**src/wg_pkg.sv**
```systemverilog
// Shared constants and types for the pad waveform generator
package wg_pkg;
  localparam int WG_NPAD = 8;
  localparam int WG_NSUB = 5;
  localparam int WG_BW = 8;
  localparam int WG_WW = 16;
  localparam int WG_DW = 4;
  localparam int WG_CW = 16;
  localparam int WG_WIDE_LSB = 4;
  localparam int WG_SUB5_P6_IDX = 34;
  localparam int WG_SUB5_P7_IDX = 39;
  localparam logic [15:0] WG_A_SUB5_P7 = 16'h10AC;
  localparam logic [15:0] WG_A_SUB5_P6 = 16'h10AD;
  localparam logic [15:0] WG_A_CNT_P7 = 16'h10AE;
  localparam logic [15:0] WG_A_CNT_P6 = 16'h10AF;
  localparam logic [15:0] WG_A_CFG = 16'h10B0;
  localparam logic [15:0] WG_A_CHAIN = 16'h10B1;
  localparam logic [15:0] WG_A_CLKDIV = 16'h10B2;
  localparam logic [15:0] WG_A_DIVSEL = 16'h10B3;
  localparam logic [15:0] WG_A_STOP = 16'h10B5;
  localparam logic [15:0] WG_A_PAUSE = 16'h10B6;
  localparam logic [7:0] WG_RST8 = 8'h00;
  localparam logic [6:0] WG_RST7 = 7'h00;
  typedef enum logic [1:0] {
    WG_IDLE = 2'b00,
    WG_RUN = 2'b01,
    WG_FIN = 2'b10
  } wg_state_t;
endpackage

```
**src/wg_chan.sv**
```systemverilog
// One pad waveform channel, 8- or 16-bit lengths
`timescale 1ns/1ps
`default_nettype none
module wg_chan #(
  parameter int W = wg_pkg::WG_WW,
  parameter int NSUB = wg_pkg::WG_NSUB
) (
  input wire logic ref_clk,
  input wire logic rstn,
  input wire logic tick,
  input wire logic run_en,
  input wire logic pause,
  input wire logic stop,
  input wire logic chained,
  input wire logic trig,
  input wire logic cnt_wr,
  input wire logic [NSUB*W-1:0] sub_len,
  input wire logic [W-1:0] prog_cnt,
  input wire logic [W-1:0] cnt_wdata,
  output logic pad_level,
  output logic done,
  output logic [W-1:0] rem
);
  wg_pkg::wg_state_t state_reg, state_next;
  logic [2:0] idx_reg, idx_next;
  logic [W-1:0] cnt_reg, cnt_next, rem_reg, rem_next, cur_len;
  logic adv, last_tick, last_sub;

  always_comb
  begin
    cur_len = sub_len[int'(idx_reg)*W +: W];
    // Zero length still lasts one tick, so a period never collapses
    last_tick = ({1'b0, cnt_reg} + 1'b1) >= {1'b0, cur_len};
    last_sub = idx_reg == 3'(NSUB - 1);
    adv = state_reg == wg_pkg::WG_RUN && tick && !pause && run_en && !stop;
    done = adv && last_tick && last_sub && prog_cnt != '0 && rem_reg <= 1;
    state_next = state_reg;
    idx_next = idx_reg;
    cnt_next = cnt_reg;
    rem_next = rem_reg;
    if (stop || !run_en)
    begin
      state_next = wg_pkg::WG_IDLE;
      idx_next = '0;
      cnt_next = '0;
      rem_next = stop ? '0 : rem_reg;
    end
    else
    begin
      unique case (state_reg)
        wg_pkg::WG_IDLE:
        begin
          if ((!chained || trig) && !pause)
          begin
            state_next = wg_pkg::WG_RUN;
            idx_next = '0;
            cnt_next = '0;
            rem_next = prog_cnt;
          end
        end
        wg_pkg::WG_RUN:
        begin
          if (adv && !last_tick)
            cnt_next = cnt_reg + 1'b1;
          else if (adv)
          begin
            cnt_next = '0;
            idx_next = last_sub ? '0 : idx_reg + 1'b1;
            if (done)
            begin
              rem_next = '0;
              state_next = wg_pkg::WG_FIN;
            end
            else if (last_sub && prog_cnt != '0)
              rem_next = rem_reg - 1'b1;
          end
        end
        wg_pkg::WG_FIN: ;
        default: state_next = wg_pkg::WG_IDLE;
      endcase
    end
    if (cnt_wr)
    begin
      rem_next = cnt_wdata;
      if (!stop && run_en)
        state_next = wg_pkg::WG_IDLE;
    end
  end

  always_ff @(posedge ref_clk)
  begin
    if (!rstn)
    begin
      state_reg <= wg_pkg::WG_IDLE;
      idx_reg <= '0;
      cnt_reg <= '0;
      rem_reg <= '0;
    end
    else
    begin
      state_reg <= state_next;
      idx_reg <= idx_next;
      cnt_reg <= cnt_next;
      rem_reg <= rem_next;
    end
  end

  assign pad_level = state_reg == wg_pkg::WG_RUN && !idx_reg[0];
  assign rem = rem_reg;
endmodule
`default_nettype wire

```
**src/wg_clkdiv.sv**
```systemverilog
// Power-of-two tick divider
`timescale 1ns/1ps
`default_nettype none
module wg_clkdiv #(
  parameter int DW = wg_pkg::WG_DW,
  parameter int CW = wg_pkg::WG_CW
) (
  input wire logic ref_clk,
  input wire logic rstn,
  input wire logic [DW-1:0] div,
  output logic tick
);
  logic [CW-1:0] cnt_reg, cnt_next, mask;
  logic [CW-1:0] gap_reg, gap_next;
  logic [DW-1:0] div_q_reg;
  logic stab_reg, stab_next;

  always_comb
  begin
    mask = {CW{1'b1}} >> (DW'(CW - 1) - div);
    cnt_next = cnt_reg + 1'b1;
    tick = (cnt_reg & mask) == mask;
    gap_next = tick ? '0 : gap_reg + 1'b1;
    stab_next = tick ? 1'b1 : (stab_reg && div == div_q_reg);
  end

  always_ff @(posedge ref_clk)
  begin
    if (!rstn)
    begin
      cnt_reg <= '0;
      gap_reg <= '0;
      div_q_reg <= '0;
      stab_reg <= 1'b0;
    end
    else
    begin
      cnt_reg <= cnt_next;
      gap_reg <= gap_next;
      div_q_reg <= div;
      stab_reg <= stab_next;
    end
  end
endmodule
`default_nettype wire

```
**src/wg_top.sv**
```systemverilog
// Waveform generator top: registers, pairing, chaining, pads
// Notes on behaviour
// - Pad7 sub5 byte, or pad6 upper byte.
// - Pad6 sub5 byte, or its lower byte.
// - Nonzero duration limits periods; zero runs forever.
// - Duration reads return periods still left.
// - Low config bit enables a pad pair.
// - High config bit clear: independent 8-bit pads.
// - High config bit set: one 16-bit pad.
// - Chained start coincides with previous end.
// - Even chain bit: b after b+1/b+2.
// - Odd chain bit: 8-bit only link.
// - Chain bit 6: pad6 after pad7, 8-bit.
// - Dividers divide by two to d+1.
// - Pause bit holds a pad's waveform.
// - Stop bit halts and clears pad counters.
`timescale 1ns/1ps
`default_nettype none
module wg_top (
  input wire logic ref_clk,
  input wire logic rstn,
  input wire logic [15:0] reg_addr,
  input wire logic reg_wr,
  input wire logic reg_rd,
  input wire logic [7:0] reg_wdata,
  output logic [7:0] reg_rdata,
  input wire logic [319:0] ext_sub_len,
  input wire logic [47:0] ext_count,
  input wire logic [5:0] ext_count_wr,
  output logic [47:0] ext_count_rem,
  output logic [7:0] pad_out,
  output logic [7:0] pad_oe
);
  localparam int NP = wg_pkg::WG_NPAD;
  localparam int NS = wg_pkg::WG_NSUB;
  localparam int BW = wg_pkg::WG_BW;
  localparam int WW = wg_pkg::WG_WW;

  logic [7:0] sub5_p7_reg, sub5_p7_next;
  logic [7:0] sub5_p6_reg, sub5_p6_next;
  logic [7:0] cnt_p7_reg, cnt_p7_next;
  logic [7:0] cnt_p6_reg, cnt_p6_next;
  logic [7:0] cfg_reg, cfg_next;
  logic [6:0] chain_reg, chain_next;
  logic [7:0] clkdiv_reg, clkdiv_next;
  logic [7:0] divsel_reg, divsel_next;
  logic [7:0] stop_reg, stop_next;
  logic [7:0] pause_reg, pause_next;
  logic [7:0] cap_lo_reg, cap_lo_next;
  logic [7:0] rdata_reg, rdata_next;
  logic [7:0] pad_reg, pad_next;
  logic [3:0] wide;
  logic [319:0] sub_all;
  logic [63:0] prog_all, prog_nx;
  logic [7:0] wr_all;
  logic wr_p7, wr_p6;
  wire [1:0] tick;
  wire [7:0] run_en;
  wire [7:0] done;
  wire [7:0] lvl;
  wire [7:0] rem_byte [NP];
  wire [15:0] chan_rem [NP];

  assign wide = cfg_reg[7:wg_pkg::WG_WIDE_LSB];
  assign wr_p7 = reg_wr && reg_addr == wg_pkg::WG_A_CNT_P7;
  assign wr_p6 = reg_wr && reg_addr == wg_pkg::WG_A_CNT_P6;

  always_comb
  begin
    sub_all = ext_sub_len;
    sub_all[wg_pkg::WG_SUB5_P6_IDX*BW +: BW] = sub5_p6_reg;
    sub_all[wg_pkg::WG_SUB5_P7_IDX*BW +: BW] = sub5_p7_reg;
    prog_all = {cnt_p7_reg, cnt_p6_reg, ext_count};
    prog_nx = {cnt_p7_next, cnt_p6_next, ext_count};
    wr_all = {wr_p7, wr_p6, ext_count_wr};
    for (int i = 0; i < NP - 2; i++)
      ext_count_rem[i*BW +: BW] = rem_byte[i];
  end

  always_comb
  begin
    sub5_p7_next = sub5_p7_reg;
    sub5_p6_next = sub5_p6_reg;
    cnt_p7_next = cnt_p7_reg;
    cnt_p6_next = cnt_p6_reg;
    cfg_next = cfg_reg;
    chain_next = chain_reg;
    clkdiv_next = clkdiv_reg;
    divsel_next = divsel_reg;
    stop_next = stop_reg;
    pause_next = pause_reg;
    cap_lo_next = cap_lo_reg;
    rdata_next = rdata_reg;
    pad_next = lvl & run_en;
    if (reg_wr)
    begin
      case (reg_addr)
        wg_pkg::WG_A_SUB5_P7: sub5_p7_next = reg_wdata;
        wg_pkg::WG_A_SUB5_P6: sub5_p6_next = reg_wdata;
        wg_pkg::WG_A_CNT_P7: cnt_p7_next = reg_wdata;
        wg_pkg::WG_A_CNT_P6: cnt_p6_next = reg_wdata;
        wg_pkg::WG_A_CFG: cfg_next = reg_wdata;
        wg_pkg::WG_A_CHAIN: chain_next = reg_wdata[6:0];
        wg_pkg::WG_A_CLKDIV: clkdiv_next = reg_wdata;
        wg_pkg::WG_A_DIVSEL: divsel_next = reg_wdata;
        wg_pkg::WG_A_STOP: stop_next = reg_wdata;
        wg_pkg::WG_A_PAUSE: pause_next = reg_wdata;
        default: ;
      endcase
    end
    if (reg_rd)
    begin
      case (reg_addr)
        wg_pkg::WG_A_SUB5_P7: rdata_next = sub5_p7_reg;
        wg_pkg::WG_A_SUB5_P6: rdata_next = sub5_p6_reg;
        wg_pkg::WG_A_CNT_P7:
        begin
          rdata_next = rem_byte[7];
          // Latch so a later low read matches this high byte
          if (wide[3])
            cap_lo_next = chan_rem[6][7:0];
        end
        wg_pkg::WG_A_CNT_P6: rdata_next = wide[3] ? cap_lo_reg : rem_byte[6];
        wg_pkg::WG_A_CFG: rdata_next = cfg_reg;
        wg_pkg::WG_A_CHAIN: rdata_next = {1'b0, chain_reg};
        wg_pkg::WG_A_CLKDIV: rdata_next = clkdiv_reg;
        wg_pkg::WG_A_DIVSEL: rdata_next = divsel_reg;
        wg_pkg::WG_A_STOP: rdata_next = stop_reg;
        wg_pkg::WG_A_PAUSE: rdata_next = pause_reg;
        default: rdata_next = wg_pkg::WG_RST8;
      endcase
    end
  end

  always_ff @(posedge ref_clk)
  begin
    if (!rstn)
    begin
      sub5_p7_reg <= wg_pkg::WG_RST8;
      sub5_p6_reg <= wg_pkg::WG_RST8;
      cnt_p7_reg <= wg_pkg::WG_RST8;
      cnt_p6_reg <= wg_pkg::WG_RST8;
      cfg_reg <= wg_pkg::WG_RST8;
      chain_reg <= wg_pkg::WG_RST7;
      clkdiv_reg <= wg_pkg::WG_RST8;
      divsel_reg <= wg_pkg::WG_RST8;
      stop_reg <= wg_pkg::WG_RST8;
      pause_reg <= wg_pkg::WG_RST8;
      cap_lo_reg <= wg_pkg::WG_RST8;
      rdata_reg <= wg_pkg::WG_RST8;
      pad_reg <= wg_pkg::WG_RST8;
    end
    else
    begin
      sub5_p7_reg <= sub5_p7_next;
      sub5_p6_reg <= sub5_p6_next;
      cnt_p7_reg <= cnt_p7_next;
      cnt_p6_reg <= cnt_p6_next;
      cfg_reg <= cfg_next;
      chain_reg <= chain_next;
      clkdiv_reg <= clkdiv_next;
      divsel_reg <= divsel_next;
      stop_reg <= stop_next;
      pause_reg <= pause_next;
      cap_lo_reg <= cap_lo_next;
      rdata_reg <= rdata_next;
      pad_reg <= pad_next;
    end
  end

  assign reg_rdata = rdata_reg;
  assign pad_out = pad_reg;
  assign pad_oe = run_en;

  for (genvar d = 0; d < 2; d++)
  begin : g_div
    wg_clkdiv u_div (
      .ref_clk(ref_clk),
      .rstn(rstn),
      .div(clkdiv_reg[d*wg_pkg::WG_DW +: wg_pkg::WG_DW]),
      .tick(tick[d])
    );
  end

  for (genvar c = 0; c < NP; c++)
  begin : g_chan
    logic wide_c, chained_c, trig_c, wr_c;
    wire [NS*WW-1:0] len_c;
    wire [WW-1:0] prog_c;
    wire [WW-1:0] wdat_c;
    if (c % 2 == 0)
    begin : g_even
      assign wide_c = wide[c/2];
      for (genvar k = 0; k < NS; k++)
      begin : g_len
        assign len_c[k*WW +: WW] = wide_c
          ? {sub_all[((c+1)*NS+k)*BW +: BW], sub_all[(c*NS+k)*BW +: BW]}
          : {8'h00, sub_all[(c*NS+k)*BW +: BW]};
      end
      assign prog_c = wide_c ? prog_all[c*BW +: WW] : {8'h00, prog_all[c*BW +: BW]};
      assign wdat_c = wide_c ? prog_nx[c*BW +: WW] : {8'h00, prog_nx[c*BW +: BW]};
      assign wr_c = wr_all[c] || (wide_c && wr_all[c+1]);
      assign rem_byte[c] = chan_rem[c][7:0];
    end
    else
    begin : g_odd
      assign wide_c = 1'b0;
      for (genvar k = 0; k < NS; k++)
      begin : g_len
        assign len_c[k*WW +: WW] = {8'h00, sub_all[(c*NS+k)*BW +: BW]};
      end
      assign prog_c = {8'h00, prog_all[c*BW +: BW]};
      assign wdat_c = {8'h00, prog_nx[c*BW +: BW]};
      assign wr_c = wr_all[c];
      assign rem_byte[c] = wide[c/2] ? chan_rem[c-1][15:8] : chan_rem[c][7:0];
    end
    assign run_en[c] = cfg_reg[c/2] && !(c % 2 == 1 && wide[c/2]);
    if (c == NP - 1)
    begin : g_tail
      assign chained_c = 1'b0;
      assign trig_c = 1'b0;
    end
    else if (c % 2 == 0 && c < NP - 2)
    begin : g_link_even
      assign chained_c = chain_reg[c];
      assign trig_c = wide_c ? done[c+2] : done[c+1];
    end
    else
    begin : g_link_odd
      assign chained_c = chain_reg[c] && !wide[c/2];
      assign trig_c = done[c+1];
    end
    wg_chan u_chan (
      .ref_clk(ref_clk),
      .rstn(rstn),
      .tick(divsel_reg[c] ? tick[1] : tick[0]),
      .run_en(run_en[c]),
      .pause(pause_reg[c]),
      .stop(stop_reg[c]),
      .chained(chained_c),
      .trig(trig_c),
      .cnt_wr(wr_c),
      .sub_len(len_c),
      .prog_cnt(prog_c),
      .cnt_wdata(wdat_c),
      .pad_level(lvl[c]),
      .done(done[c]),
      .rem(chan_rem[c])
    );
  end
endmodule
`default_nettype wire
```
**config.mk**
```make
export PLATFORM = sky130hd
export DESIGN_NAME = wg_top
export DESIGN_NICKNAME = d
export VERILOG_FILES = /design/src/wg_pkg.sv /design/src/wg_chan.sv /design/src/wg_clkdiv.sv /design/src/wg_top.sv
export SDC_FILE = /design/constraint.sdc
export NUM_CORES = 2
export LEC_CHECK = 0
export ABC_AREA = 1
export CORE_MARGIN = 3
export CORE_UTILIZATION = 55
export CTS_BUF_LIST = sky130_fd_sc_hd__clkbuf_8 sky130_fd_sc_hd__clkbuf_16
export CTS_CLUSTER_DIAMETER = 150
export CTS_CLUSTER_SIZE = 24
export DETAILED_ROUTE_END_ITERATION = 8
export DONT_BUFFER_PORTS = 1
export HOLD_SLACK_MARGIN = 0.15
export PLACE_DENSITY = 0.77
export SLEW_MARGIN = 5
export SYNTH_ARGS = -nofsm -noshare
export SYNTH_HDL_FRONTEND = slang
export SYNTH_SLANG_ARGS = --single-unit
export TNS_END_PERCENT = 30
```
**constraint.sdc**
```tcl
create_clock -name ref_clk -period 7.4 [get_ports ref_clk]
set_clock_uncertainty 0.2 [all_clocks]
set_input_delay 0.74 -clock ref_clk [delete_from_list [all_inputs] [get_ports ref_clk]]
set_output_delay 0.74 -clock ref_clk [all_outputs]
set_load 0.02 [all_outputs]
```
==> key figures <==
Worst setup path
  – CP max stage cell: clkinv_1
  – Crit path top cell by count: nand2_1
  – CP max FO: 36
  – Setup crit end kind: flip-flop
  – Critical Path AT: 6.01 ns
  – Startpoint types: flip-flop
  – CP bufs+invs: 1
  – Worst EP required: 7.65 ns
  – Top delay family on crit path: simple AND/OR/NAND/NOR gates
  – Max stage delay on crit path: 1.00 ns
  – Worst-path cell chain: clkinv_1, nand2_1, nor2_1, o21ai_0, ha_1, a21oi_1, o21ai_0, a21oi_1, nor2_1, nor2_1, nand3_1, nand2_1, nand2_1, nand2_1, nand2_1, nand2_1, nor2_1, o21ai_0, a21oi_1
  – Crit path kind: flip-flop to flip-flop

Floorplanning
  – I/O pin total: 474
  – Die Height: 251 um
  – Die width: 251 um
  – Core box area: 59,100 um^2
  – Number of cell rows: 89
  – Initial Utilization: 55.7%
  – Die area: 62,800 um^2

Pwr
  – Maximum vdd drop: 0.161 mV
  – Pwr dens: 122 nW/um^2
  – Leakage power total: 14.4 nW

Detailed routing
  – Final ANT Viol Nets: 0
  – Met1 Wirelength: 43.3 mm
  – DR WL/cell: 17.3 um
  – Post-Route WL: 103 mm
  – Metal3 WL: 8.24 mm
  – DR iter-0 viols: 3,380
  – Drt pass-1 iters: 6
  – Vias per cell: 5.91
  – Max Used Layer: met4
  – Met2 WL: 47.0 mm
  – # DRC: 0
  – Vias: 35,000

STA
  – FMAX: 0.173 GHz
  – Worst-Margin Slew: 1.28 ns
  – Final Max Tran Viols: 0
  – Hold Slack: 0.168 ns
  – RSZ-0062 raised after global routing: false
  – Period utilisation layout: 77.9%
  – Setup tns final: 0 ns
  – Setup ws final: 1.63 ns
  – Max_slew headroom: 14.7%
  – Min Tclk post-route: 5.77 ns
  – Setup violators final: 0
  – Hold Fails Final Rpt: 0

Logic synthesis
  – Yosys top cell by area: dfxtp_1
  – Share of flip-flops with an asynchronous set or reset: 0%
  – Synth Instances: 5,327
  – Yosys cell types: 55
  – Mapped Area: 32,900 um^2
  – Synth top area share: 26.2%
  – Largest cells by area after synthesis: dfxtp_1, nand2_1, inv_1, nor2_1, o21ai_0
  – Syn. warnings: 0
  – EDFF count, synth: 0
  – Seq cells post-synth: 431
  – Sequential area share after synthesis: 26.2%
  – Synth Flop Type: dfxtp_1
  – Mapped Nets: 5,867
  – Avg Cell Area, Syn: 6.18 um^2

Global route
  – Largest net degree at the start of global routing: 104
  – Vias in the first global route: 30,900
  – Total gr overflow: 0
  – GRT Util Overall: 30.8%
  – Initial antenna violation count: 1
  – First-pass GRT wire length: 161 mm

Clocking
  – Post-CTS Resized: 0
  – Clk sinks: 431
  – # H-tree levels: 1
  – Clock transition at the registers of the reported paths: 0.11 ns
  – Clk_lat worst skew: 0.58 ns
  – CTS Buffer Depth: 3
  – CTS tree: built
  – Num CTS Buffers: 21
  – Setup Fix Bufs, Post-CTS: 0
  – CTS Root Cell: clkbuf_16

Place
  – Placed Instance Area: 33,100 um^2
  – Setup WS pre-CTS: 1.91 ns
  – Final Wtd Congestion: 1.01
  – I/O Buffers: 0
  – DP HPWL: 76.3 mm

Cells and area
  – FILL cells: 5,896
  – Share of cells above drive strength 1: 3.20%
  – Utilization after layout: 57.0%
  – Final instance area: 33,700 um^2
  – Layout net count: 5,690
  – Register Area: 8630 um^2
  – Multi-input gate area: 20,600 um^2
  – Layout area overhead: 2.35%

Hold path
  – Hold WC Path Type: primary input to flip-flop

Job
  – Max-cap violations: 0

Outcome
  – Status: finished clean
-- placed cells by master (no fill, tap or decap), drive strengths merged, types with 11 or more instances in the layout --
| cell | instances |
|---|---|
| o22ai | 33 |
| o21ai | 484 |
| o31ai | 19 |
| a22oi | 28 |
| a21oi | 470 |
| nand4 | 87 |
| nor4 | 43 |
| clkinv | 14 |
| inv | 665 |
| nand3 | 366 |
| nor3 | 153 |
| xor2 | 142 |
| a31o | 26 |
| xnor2 | 37 |
| a31oi | 11 |
| a211oi | 47 |
| buf | 35 |
| clkbuf | 21 |
| o2111ai | 14 |
| nand3b | 19 |
| a221oi | 32 |
| dfxtp | 431 |
| nand2 | 1099 |
| ha | 138 |
| nor2 | 676 |
-- final cells by class --
cell class,count,area share (%)
Antenna cell,2,0.0149
Tap cell,773,2.87
Inverter,678,7.56
Multi-Input combinational cell,3978,61.3
Sequential cell,431,25.6
Clock buffer,21,1.56
Timing Repair Buffer,40,1.06
Clock inverter,1,0.0111
-- synthesized netlist by cell type, types with 47 or more instances --
library cell / instances
nand3_1: 356
a211oi_1: 47
ha_1: 138
xor2_1: 142
nand4_1: 86
o21ai_0: 482
nor2_1: 651
clkbuf_1: 159
nor3_1: 146
dfxtp_1: 431
a21oi_1: 470
nand2_1: 1080
inv_1: 656
-- where the power goes --
| part | switching [W] | leakage [nW] | internal [W] |
|---|---|---|---|
| registers | 0.0000412 | 3.49 | 0.00234 |
| logic | 0.000284 | 10.7 | 0.000156 |
| clock network | 0.000788 | 0.264 | 0.000513 |
-- final timing paths --
check / from / endpoint / slack, ns / cells after the start
worst max-delay path: g_chan[6].u_chan.idx_reg[0] / g_chan[5].u_chan.idx_reg[0] / 1.63 / 19
worst min-delay path: reg_wdata[6] / divsel_reg[6] / 0.17 / 2
worst max register to register: g_chan[6].u_chan.idx_reg[0] / g_chan[5].u_chan.idx_reg[0] / 1.63 / 19
worst min register to register: g_div[1].u_div.cnt_reg[0] / g_div[1].u_div.cnt_reg[0] / 0.26 / 1
-- cell families (layout without fill, tap and decap cells) --
family	after synthesis	after routing	synth area share [%]
compound gates	1200	1200	20.4
xor+xnor	179	179	4.76
fa+ha+maj	138	138	5.25
buf+inv	918	740	11.1
flops	431	431	26.2
other cells	0	2	0
simple gates	2461	2461	32.3
-- what timing repair did --
item / in CTS / in global routing
endpoints found under the setup margin: 0 / 0
endpoints found under the hold margin: 111 / 0
hold buffers: 7 / 0
-- routing by layer --
| layer | GRT usage [%] | up-vias |
|---|---|---|
| met5 | 0 | - |
| met4 | 11.8 | 0 |
| met3 | 4.60 | 254 |
| met2 | 50.9 | 1501 |
| met1 | 40.6 | 16000 |
| li1 | - | 17300 |
-- metrics by stage --
step                instances  power (W)
finish                   5924    0.00412
global route             5923    0.00427
CTS                      5922    0.00414
detailed placement       5893    0.00285
global placement         5893    0.00284
floorplan                5327    0.00278
(Power assumes the default switching activity.)
